===== src/rtl/alert_pkg.sv =====
// Shared constants, states and carrier types of the monitor alert logic
package alert_pkg;

    // Register pointers as seen on the two-wire bus
    localparam logic [7:0]  ADDR_CONFIG      = 8'h00;
    localparam logic [7:0]  ADDR_MASK_ENABLE = 8'h06;
    localparam logic [7:0]  ADDR_ALERT_LIMIT = 8'h07;
    localparam logic [7:0]  ADDR_MAKER_ID    = 8'hFE;

    // Field positions in alert_mask_enable
    localparam int          BIT_SHUNT_OVER   = 15;
    localparam int          BIT_FUNC_LOW     = 11;
    localparam int          BIT_CONV_ALERT   = 10;
    localparam int          BIT_AFF          = 4;
    localparam int          BIT_CONV_READY_FLAG         = 3;
    localparam int          BIT_OVF          = 2;
    localparam int          BIT_ALERT_POLARITY         = 1;
    localparam int          BIT_LEN          = 0;

    // Reset values
    localparam logic [15:0] MASK_RESET       = 16'h0000;
    localparam logic [15:0] LIMIT_RESET      = 16'h0000;

    // Operating-mode field of the configuration register
    localparam int          MODE_LSB         = 0;
    localparam logic [2:0]  MODE_OFF_A       = 3'h0;
    localparam logic [2:0]  MODE_OFF_B       = 3'h4;

    // Seven-bit bus address of this device
    localparam logic [6:0]  SLAVE_ADDR       = 7'h40;

    // Bits in one bus byte, counted from zero
    localparam logic [2:0]  LAST_BIT         = 3'h7;

    typedef enum logic [2:0] {
        ST_IDLE = 3'b000,
        ST_ADDR = 3'b001,
        ST_ACK  = 3'b010,
        ST_RX   = 3'b011,
        ST_TX   = 3'b100,
        ST_MACK = 3'b101
    } link_state_type;

    // Results and events from the measurement datapath
    typedef struct packed {
        logic [15:0] shunt;
        logic [15:0] bus;
        logic [15:0] power;
        logic        shunt_done;
        logic        bus_done;
        logic        power_done;
        logic        cycle_done;
        logic        overflow;
    } meas_type;

    // Register write passed on to the registers outside this block
    typedef struct packed {
        logic        wr;
        logic [7:0]  addr;
        logic [15:0] wdata;
    } reg_access_type;

endpackage


===== src/rtl/pin_sync.sv =====
// Three-stage synchroniser for pins, output moves when stages two and three agree
`timescale 1ns/1ps
module pin_sync #(
    parameter int               WIDTH     = 2,
    parameter logic [WIDTH-1:0] RESET_VAL = '1
) (
    input  wire logic             mclk_i,
    input  wire logic             srst_i,
    input  wire logic [WIDTH-1:0] pin_i,
    output logic      [WIDTH-1:0] level_o
);
    logic [WIDTH-1:0] stage1_q;
    logic [WIDTH-1:0] stage2_q;
    logic [WIDTH-1:0] stage3_q;
    logic [WIDTH-1:0] level_q;

    genvar g;
    generate
        for (g = 0; g < WIDTH; g++) begin : g_bit
            always_ff @(posedge mclk_i) begin
                if (srst_i) begin
                    stage1_q[g] <= RESET_VAL[g];
                    stage2_q[g] <= RESET_VAL[g];
                    stage3_q[g] <= RESET_VAL[g];
                    level_q[g]  <= RESET_VAL[g];
                end else begin
                    stage1_q[g] <= pin_i[g];
                    stage2_q[g] <= stage1_q[g];
                    stage3_q[g] <= stage2_q[g];
                    // A one-sample glitch never reaches the level
                    if (stage2_q[g] == stage3_q[g]) begin
                        level_q[g] <= stage3_q[g];
                    end
                end
            end
        end
    endgenerate

    assign level_o = level_q;
endmodule


===== src/rtl/alert_compare.sv =====
// Priority selection of one limit function and its comparison against the limit
`timescale 1ns/1ps
module alert_compare (
    input  wire logic              [4:0]  func_en_i,
    input  wire logic              [15:0] limit_i,
    input  wire alert_pkg::meas_type      meas_i,
    output logic                          check_o,
    output logic                          cond_o
);
    logic sel_shunt_over;
    logic sel_shunt_under;
    logic sel_bus_over;
    logic sel_bus_under;
    logic sel_power_over;
    logic shunt_gt;
    logic shunt_lt;
    logic bus_gt;
    logic bus_lt;
    logic power_gt;

    // Highest enabled bit wins, the rest are ignored
    assign sel_shunt_over  = func_en_i[4];
    assign sel_shunt_under = func_en_i[3] & ~func_en_i[4];
    assign sel_bus_over    = func_en_i[2] & ~|func_en_i[4:3];
    assign sel_bus_under   = func_en_i[1] & ~|func_en_i[4:2];
    assign sel_power_over  = func_en_i[0] & ~|func_en_i[4:1];

    // Shunt voltage is two's complement, bus and power are unsigned
    assign shunt_gt = $signed(meas_i.shunt) > $signed(limit_i);
    assign shunt_lt = $signed(meas_i.shunt) < $signed(limit_i);
    assign bus_gt   = meas_i.bus > limit_i;
    assign bus_lt   = meas_i.bus < limit_i;
    assign power_gt = meas_i.power > limit_i;

    // Compare only after the conversion that feeds the selected function
    assign check_o = ((sel_shunt_over | sel_shunt_under) & meas_i.shunt_done)
                   | ((sel_bus_over | sel_bus_under) & meas_i.bus_done)
                   | (sel_power_over & meas_i.power_done);

    assign cond_o = (sel_shunt_over & shunt_gt) | (sel_shunt_under & shunt_lt)
                  | (sel_bus_over & bus_gt) | (sel_bus_under & bus_lt)
                  | (sel_power_over & power_gt);
endmodule


===== src/rtl/monitor_alert_logic.sv =====
// Alert and status logic of a current and power monitor with its two-wire register port
`timescale 1ns/1ps
module monitor_alert_logic #(
    // Arbitrary neutral value
    parameter logic [15:0] MAKER_CODE = 16'h1357
) (
    input  wire logic                      mclk_i,
    input  wire logic                      srst_i,
    input  wire logic                      scl_i,
    input  wire logic                      sda_i,
    output logic                           sda_o,
    output logic                           sda_oe_o,
    output logic                           alert_o,
    output logic                           alert_oe_o,
    input  wire alert_pkg::meas_type       meas_i,
    output alert_pkg::reg_access_type      reg_access_o,
    input  wire logic               [15:0] ext_rdata_i
);
    // Bus pins and edge detection
    logic [1:0]                scl_sda_s;
    logic                      scl_s;
    logic                      sda_s;
    logic                      scl_p_q;
    logic                      sda_p_q;
    logic                      scl_rise;
    logic                      scl_fall;
    logic                      bus_start;
    logic                      bus_stop;

    // Bus slave state
    alert_pkg::link_state_type state_q;
    logic [2:0]                bit_cnt_q;
    logic [7:0]                rx_sr_q;
    logic                      byte_done_q;
    logic [1:0]                byte_idx_q;
    logic                      rw_q;
    logic                      mack_nack_q;
    logic [7:0]                ptr_q;
    logic [7:0]                msb_q;
    logic [15:0]               tx_q;
    logic                      sda_oe_q;
    logic                      addr_done;
    logic                      addr_match;
    logic                      rd_load;
    logic                      wr_now;
    logic [15:0]               wr_word;
    logic [15:0]               rd_word;
    alert_pkg::reg_access_type access_q;

    // Register contents and flags
    logic [5:0]                en_q;
    logic                      alert_polarity_q;
    logic                      alert_latch_enable_q;
    logic                      alert_function_flag_q;
    logic                      conv_ready_flag_q;
    logic                      math_overflow_flag_q;
    logic [15:0]               alert_threshold_bits_q;
    logic [15:0]               mask_word;
    logic                      mask_rd;
    logic                      cfg_clr;
    logic                      check;
    logic                      cond;
    logic                      alert_active;
    logic                      alert_oe_q;

    function automatic logic is_power_down(input logic [2:0] mode);
        return (mode == alert_pkg::MODE_OFF_A) || (mode == alert_pkg::MODE_OFF_B);
    endfunction

    pin_sync #(
        .WIDTH     (2),
        .RESET_VAL (2'h3)
    ) u_pin_sync (
        .mclk_i  (mclk_i),
        .srst_i  (srst_i),
        .pin_i   ({scl_i, sda_i}),
        .level_o (scl_sda_s)
    );

    assign scl_s     = scl_sda_s[1];
    assign sda_s     = scl_sda_s[0];
    assign scl_rise  = scl_s & ~scl_p_q;
    assign scl_fall  = ~scl_s & scl_p_q;
    assign bus_start = scl_s & scl_p_q & ~sda_s & sda_p_q;
    assign bus_stop  = scl_s & scl_p_q & sda_s & ~sda_p_q;

    // Byte boundaries are acted on at the falling clock edge after the eighth bit
    assign addr_done  = (state_q == alert_pkg::ST_ADDR) & scl_fall & byte_done_q;
    assign addr_match = rx_sr_q[7:1] == alert_pkg::SLAVE_ADDR;
    assign rd_load    = addr_done & addr_match & rx_sr_q[0];
    assign wr_now     = (state_q == alert_pkg::ST_RX) & scl_fall & byte_done_q
                      & (byte_idx_q == 2'h2);
    assign wr_word    = {msb_q, rx_sr_q};

    assign mask_word = {en_q, 5'h00, alert_function_flag_q, conv_ready_flag_q,
                        math_overflow_flag_q, alert_polarity_q, alert_latch_enable_q};

    // Other pointers go to the result and configuration registers outside
    assign rd_word = (ptr_q == alert_pkg::ADDR_MASK_ENABLE) ? mask_word :
                     (ptr_q == alert_pkg::ADDR_ALERT_LIMIT) ? alert_threshold_bits_q :
                     (ptr_q == alert_pkg::ADDR_MAKER_ID)    ? MAKER_CODE :
                     ext_rdata_i;

    // The snapshot is taken on the same edge as the clear, so nothing is lost
    assign mask_rd = rd_load & (ptr_q == alert_pkg::ADDR_MASK_ENABLE);
    assign cfg_clr = wr_now & (ptr_q == alert_pkg::ADDR_CONFIG)
                   & ~is_power_down(wr_word[alert_pkg::MODE_LSB +: 3]);

    always_ff @(posedge mclk_i) begin
        if (srst_i) begin
            scl_p_q <= 1'b1;
            sda_p_q <= 1'b1;
        end else begin
            scl_p_q <= scl_s;
            sda_p_q <= sda_s;
        end
    end

    always_ff @(posedge mclk_i) begin
        if (srst_i) begin
            state_q     <= alert_pkg::ST_IDLE;
            bit_cnt_q   <= 3'h0;
            rx_sr_q     <= 8'h00;
            byte_done_q <= 1'b0;
            byte_idx_q  <= 2'h0;
            rw_q        <= 1'b0;
            mack_nack_q <= 1'b0;
            ptr_q       <= 8'h00;
            msb_q       <= 8'h00;
            tx_q        <= 16'h0000;
            sda_oe_q    <= 1'b0;
        end else if (bus_start) begin
            // A repeated start keeps the pointer for the following read
            state_q     <= alert_pkg::ST_ADDR;
            bit_cnt_q   <= 3'h0;
            byte_done_q <= 1'b0;
            byte_idx_q  <= 2'h0;
            sda_oe_q    <= 1'b0;
        end else if (bus_stop) begin
            state_q  <= alert_pkg::ST_IDLE;
            sda_oe_q <= 1'b0;
        end else begin
            case (state_q)
                alert_pkg::ST_ADDR, alert_pkg::ST_RX: begin
                    if (scl_rise) begin
                        rx_sr_q     <= {rx_sr_q[6:0], sda_s};
                        bit_cnt_q   <= bit_cnt_q + 3'h1;
                        byte_done_q <= bit_cnt_q == alert_pkg::LAST_BIT;
                    end else if (scl_fall && byte_done_q) begin
                        byte_done_q <= 1'b0;
                        if (state_q == alert_pkg::ST_ADDR) begin
                            if (addr_match) begin
                                rw_q     <= rx_sr_q[0];
                                tx_q     <= rd_word;
                                sda_oe_q <= 1'b1;
                                state_q  <= alert_pkg::ST_ACK;
                            end else begin
                                state_q <= alert_pkg::ST_IDLE;
                            end
                        end else begin
                            case (byte_idx_q)
                                2'h0:    ptr_q <= rx_sr_q;
                                2'h1:    msb_q <= rx_sr_q;
                                default: ptr_q <= ptr_q;
                            endcase
                            byte_idx_q <= (byte_idx_q == 2'h2) ? 2'h1 : byte_idx_q + 2'h1;
                            sda_oe_q   <= 1'b1;
                            state_q    <= alert_pkg::ST_ACK;
                        end
                    end
                end
                alert_pkg::ST_ACK: begin
                    if (scl_fall) begin
                        bit_cnt_q <= 3'h0;
                        if (rw_q) begin
                            sda_oe_q <= ~tx_q[15];
                            state_q  <= alert_pkg::ST_TX;
                        end else begin
                            sda_oe_q <= 1'b0;
                            state_q  <= alert_pkg::ST_RX;
                        end
                    end
                end
                alert_pkg::ST_TX: begin
                    if (scl_fall) begin
                        // Rotating lets a long read repeat the same word
                        tx_q      <= {tx_q[14:0], tx_q[15]};
                        bit_cnt_q <= bit_cnt_q + 3'h1;
                        if (bit_cnt_q == alert_pkg::LAST_BIT) begin
                            sda_oe_q <= 1'b0;
                            state_q  <= alert_pkg::ST_MACK;
                        end else begin
                            sda_oe_q <= ~tx_q[14];
                        end
                    end
                end
                alert_pkg::ST_MACK: begin
                    if (scl_rise) begin
                        mack_nack_q <= sda_s;
                    end else if (scl_fall) begin
                        bit_cnt_q <= 3'h0;
                        if (mack_nack_q) begin
                            state_q <= alert_pkg::ST_IDLE;
                        end else begin
                            sda_oe_q <= ~tx_q[15];
                            state_q  <= alert_pkg::ST_TX;
                        end
                    end
                end
                default: begin
                    sda_oe_q <= 1'b0;
                end
            endcase
        end
    end

    always_ff @(posedge mclk_i) begin
        if (srst_i) begin
            access_q <= '0;
        end else begin
            access_q.wr <= wr_now;
            if (wr_now) begin
                access_q.addr  <= ptr_q;
                access_q.wdata <= wr_word;
            end
        end
    end

    localparam logic [5:0] MASK_RESET_EN =
        alert_pkg::MASK_RESET[alert_pkg::BIT_SHUNT_OVER:alert_pkg::BIT_CONV_ALERT];

    // Only the enable and pin-control bits are writable; flags are status
    always_ff @(posedge mclk_i) begin
        if (srst_i) begin
            en_q                   <= MASK_RESET_EN;
            alert_polarity_q       <= alert_pkg::MASK_RESET[alert_pkg::BIT_ALERT_POLARITY];
            alert_latch_enable_q   <= alert_pkg::MASK_RESET[alert_pkg::BIT_LEN];
            alert_threshold_bits_q <= alert_pkg::LIMIT_RESET;
        end else if (wr_now) begin
            if (ptr_q == alert_pkg::ADDR_MASK_ENABLE) begin
                en_q                 <= wr_word[alert_pkg::BIT_SHUNT_OVER:alert_pkg::BIT_CONV_ALERT];
                alert_polarity_q     <= wr_word[alert_pkg::BIT_ALERT_POLARITY];
                alert_latch_enable_q <= wr_word[alert_pkg::BIT_LEN];
            end
            if (ptr_q == alert_pkg::ADDR_ALERT_LIMIT) begin
                alert_threshold_bits_q <= wr_word;
            end
        end
    end

    alert_compare u_alert_compare (
        .func_en_i (en_q[5:1]),
        .limit_i   (alert_threshold_bits_q),
        .meas_i    (meas_i),
        .check_o   (check),
        .cond_o    (cond)
    );

    // Flags: a setting event always wins over a clear in the same cycle
    always_ff @(posedge mclk_i) begin
        if (srst_i) begin
            alert_function_flag_q <= 1'b0;
            conv_ready_flag_q     <= 1'b0;
            math_overflow_flag_q  <= 1'b0;
        end else begin
            if (check && cond) begin
                alert_function_flag_q <= 1'b1;
            end else if (alert_latch_enable_q ? mask_rd : check) begin
                alert_function_flag_q <= 1'b0;
            end
            if (meas_i.cycle_done) begin
                conv_ready_flag_q <= 1'b1;
            end else if (mask_rd || cfg_clr) begin
                conv_ready_flag_q <= 1'b0;
            end
            if (meas_i.overflow) begin
                math_overflow_flag_q <= 1'b1;
            end else if (mask_rd) begin
                math_overflow_flag_q <= 1'b0;
            end
        end
    end

    // The limit alert shares the latched or transparent state of its flag
    assign alert_active = alert_function_flag_q
                        | (en_q[0] & conv_ready_flag_q);

    // Open collector: pull low when active-low asserted or active-high idle
    always_ff @(posedge mclk_i) begin
        if (srst_i) begin
            alert_oe_q <= 1'b0;
        end else begin
            alert_oe_q <= alert_active ^ alert_polarity_q;
        end
    end

    assign sda_o        = 1'b0;
    assign sda_oe_o     = sda_oe_q;
    assign alert_o      = 1'b0;
    assign alert_oe_o   = alert_oe_q;
    assign reg_access_o = access_q;
endmodule


===== config.mk =====
export PLATFORM = sky130hd
export DESIGN_NAME = monitor_alert_logic
export DESIGN_NICKNAME = d
export VERILOG_FILES = /design/src/rtl/alert_pkg.sv /design/src/rtl/pin_sync.sv /design/src/rtl/alert_compare.sv /design/src/rtl/monitor_alert_logic.sv
export SDC_FILE = /design/constraint.sdc
export NUM_CORES = 1
export LEC_CHECK = 0
export ABC_AREA = 1
export BUFFER_PORTS_ARGS = -buffer_cell sky130_fd_sc_hd__buf_2
export CAP_MARGIN = 20
export CORE_AREA = 4 4 148 150
export DETAILED_ROUTE_END_ITERATION = 10
export DIE_AREA = 0 0 152 154
export GPL_TIMING_DRIVEN = 0
export SYNTH_ARGS = -nofsm -noshare
export SYNTH_HDL_FRONTEND = slang
export SYNTH_SLANG_ARGS = --single-unit

===== constraint.sdc =====
create_clock -name mclk_i -period 2.7 [get_ports mclk_i]
set_clock_uncertainty 0.15 [all_clocks]
set_input_delay 0.27 -clock mclk_i [delete_from_list [all_inputs] [get_ports mclk_i]]
set_output_delay 0.27 -clock mclk_i [all_outputs]
set_load 0.05 [all_outputs]

==> impl_metrics.env <==
export IMPL_dp_hpwl_um=14300
export IMPL_finalSetupTns_ns=0
export IMPL_overflow=0
export IMPL_start_kind="flop"
export IMPL_finalCritPeriodShare_pct=86.7
export IMPL_end_kind="flop"
export IMPL_antenna_found_initial=0
export IMPL_relSlewSlack_pct=41.8
export IMPL_synth_largest_area_cell="dfxtp_1"
export IMPL_critPathArrivalTime_ns=2.53
export IMPL_max_cap_violations=0
export IMPL_drive_above_1_share_pct=17.3
export IMPL_cts_buffer_depth=2
export IMPL_pwr_share_comb_pct=11.6
export IMPL_first_global_vias=5710
export IMPL_crit_family="simple AND/OR/NAND/NOR gates"
export IMPL_mostFrequentLayoutCell="nand2_1"
export IMPL_nNetsFinal=1082
export IMPL_leakage_uw=0.00345
export IMPL_synth_area_leaders="dfxtp_1 (38%), ha_1 (10%), a21oi_1 (9.1%)"
export IMPL_timing_fmax_ghz=0.427
export IMPL_syn_avg_cell_area_um2=7.29
export IMPL_clkPwrFrac_pct=52.4
export IMPL_routed_via_density=4.73
export IMPL_h_tree_depth=4
export IMPL_cpPeakStageDelay_ns=0.73
export IMPL_fin_util_pct=37.1
export IMPL_totalWireLength_um=18400
export IMPL_power_frac_seq_pct=36.0
export IMPL_firstDrtPassIters=6
export IMPL_fp_dieH_um=154
export IMPL_r2r_start="ptr_q[1]"
export IMPL_finalCriticalPeriod_ns=2.34
export IMPL_diodes=0
export IMPL_worstRegToRegCells=8
export IMPL_rsz0062_at_grt="no"
export IMPL_start_util_pct=29.5
export IMPL_cp_slowest_cell="nor4_2"
export IMPL_ys_seq_area_share_pct=37.7
export IMPL_postCtsHoldBufs=4
export IMPL_portBuffers=98
export IMPL_status="finished, final reports clean"
export IMPL_highest_signal_layer="met4"
export IMPL_wire_per_inst_um=14.7
export IMPL_route_met2_wl_um=8020
export IMPL_post_cts_buffers=0
export IMPL_die_area_um2=23400
export IMPL_drc=0
export IMPL_synth_edf_count=0
export IMPL_vdd_ir_drop_worst_uv=463
export IMPL_slew_violations=0
export IMPL_met3WireLength_um=1180
export IMPL_cts_resized=0
export IMPL_synthDistinctLibCells=41
export IMPL_nFillCells=2216
export IMPL_crit_buf_inv=1
export IMPL_ys_ff_latch=115
export IMPL_rows=53
export IMPL_reg2reg_to="tx_q[0]"
export IMPL_ys_warn_count=0
export IMPL_crit_type="flop to flop"
export IMPL_p_per_area_nw_per_um2=663
export IMPL_vias=5896
export IMPL_yosys_area_top_type_share_pct=37.7
export IMPL_syn_area_um2=6100
export IMPL_hold_class="input port to flop"
export IMPL_ios=102
export IMPL_worst_path_max_fanout=8
export IMPL_clk_pin_slew_ns=0.06
export IMPL_final_cell_mix="nand2_1 (137), dfxtp_1 (115), a21oi_1 (111), inv_1 (107), buf_2 (105)"
export IMPL_worst_pin_slew_ns=0.866
export IMPL_syn2layout_area_growth_pct=25.8
export IMPL_cts_tree="built"
export IMPL_grt_max_degree=17
export IMPL_first_iter_violations=412
export IMPL_place_congestion=0.849
export IMPL_die_x_um=152
export IMPL_setup_viol=0
export IMPL_internal_power_uw=3910
export IMPL_hold_viol_final=0
export IMPL_rrSetupSlack_ns=0.36
export IMPL_syn_inst=837
export IMPL_synth_async_reset_ratio_pct=0
export IMPL_coreArea_um2=20700
export IMPL_track_usage_pct=16.0
export IMPL_cp_required_ns=2.89
export IMPL_endpoint="tx_q[0]"
export IMPL_numCtsBuffers=17
export IMPL_crit_start="ptr_q[1]"
export IMPL_drtAntennaViolNets=0
export IMPL_swShare_pct=23.3
export IMPL_synthFlopType="dfxtp_1"
export IMPL_grt_pass1_wl_um=30000
export IMPL_cts_sinks=115
export IMPL_met1Wirelength_um=8930
export IMPL_p_switching_uw=1190
export IMPL_cts_root_buffer="clkbuf_16"
export IMPL_crit_cells=8
export IMPL_worstPathCellList="nand2_1 -> nor4_2 -> nor2_1 -> inv_2 -> nor2_1 -> o21ai_0 -> nand2_1 -> a21oi_1"
export IMPL_worstSkewPairLatency_ns=0.42
-- flip-flops by register name, summed over array words and instances, names as in the netlist, 2 cells and up --
name	flops
reg_access_o	25
alert_threshold_bits_q	16
tx_q	16
msb_q	8
ptr_q	8
rx_sr_q	8
en_q	6
bit_cnt_q	3
state_q	3
byte_idx_q	2
u_pin_sync.level_o	2
u_pin_sync.stage1_q	2
u_pin_sync.stage2_q	2
u_pin_sync.stage3_q	2
-- metrics by stage --
step	std cells	power (µW)	instance area (µm²)	hold slack, ns	setup slack, ns
2_1_floorplan	838	2270	6110	0.224	0.898
3_3_place_gp	1211	2440	6940	0.242	0.432
3_5_place_dp	1211	2450	6940	0.246	0.466
4_1_cts	1247	5130	7680	0.101	0.436
5_1_grt	1247	5320	7680	0.131	0.154
6_report	1247	5100	7680	0.115	0.360
-- metal layers --
layer	vias to the layer above	track usage (%)
li1	3044	-
met1	2668	21.8
met4	0	4.28
met3	23	4.14
met2	161	25.1
met5	-	0
-- synthesized netlist by cell type (all sizes together) (3+ instances only) --
cell	number
a211oi	25
ha	50
o21ai	102
nand3	24
o21bai	4
or2	7
nand2	138
nand4	11
a21oi	111
dfxtp	115
inv	111
nor4	3
clkbuf	17
nor2	82
nor3	8
buf	15
-- worst register-to-register path, delay by kind of cell (launching register included) --
family,cells,cell delay [ns]
compound gates,2,0.29
flops,1,0.42
simple gates,5,1.25
buf+inv,1,0.16
-- final cells by class --
type	count	area, µm²	area share [%]
inverters	113	424	5.52
clock buffers	22	474	6.17
well taps	275	344	4.48
clock inverters	10	225	2.93
repair buffers	102	531	6.91
flip-flops and latches	115	2300	30.0
plain buffers	32	171	2.23
multi-input cells	578	3210	41.8
-- worst min path at each step --
| stage | start | to | slack [ns] | cells after the start |
|---|---|---|---|---|
| 2_1_floorplan | sda_i | u_pin_sync.stage1_q[0] | 0.22 | 1 |
| 3_3_place_gp | u_pin_sync.stage1_q[0] | u_pin_sync.stage2_q[0] | 0.24 | 1 |
| 3_5_place_dp | u_pin_sync.stage1_q[1] | u_pin_sync.stage2_q[1] | 0.25 | 1 |
| 4_1_cts | ext_rdata_i[6] | tx_q[6] | 0.10 | 5 |
| 5_1_grt | ext_rdata_i[5] | tx_q[5] | 0.13 | 5 |
| 6_report | ext_rdata_i[6] | tx_q[6] | 0.12 | 5 |
-- logic make-up after synthesis --
family / share of synthesized area (%)
fa+ha+maj: 10.2
simple gates: 19.9
compound gates: 22.3
flops: 37.7
other cells: 0.0614
buf+inv: 9.76
-- power by group through the flow --
stage                     Combinational, µW  Sequential [µW]  Clock [µW]
after floorplan                         406             1870           0
after global placement                  575             1870           0
after detailed placement                584             1870           0
after CTS                               592             1830        2700
after global routing                    689             1840        2790
final                                   590             1840        2670
No activity file was read; power rests on OpenSTA's default activity.
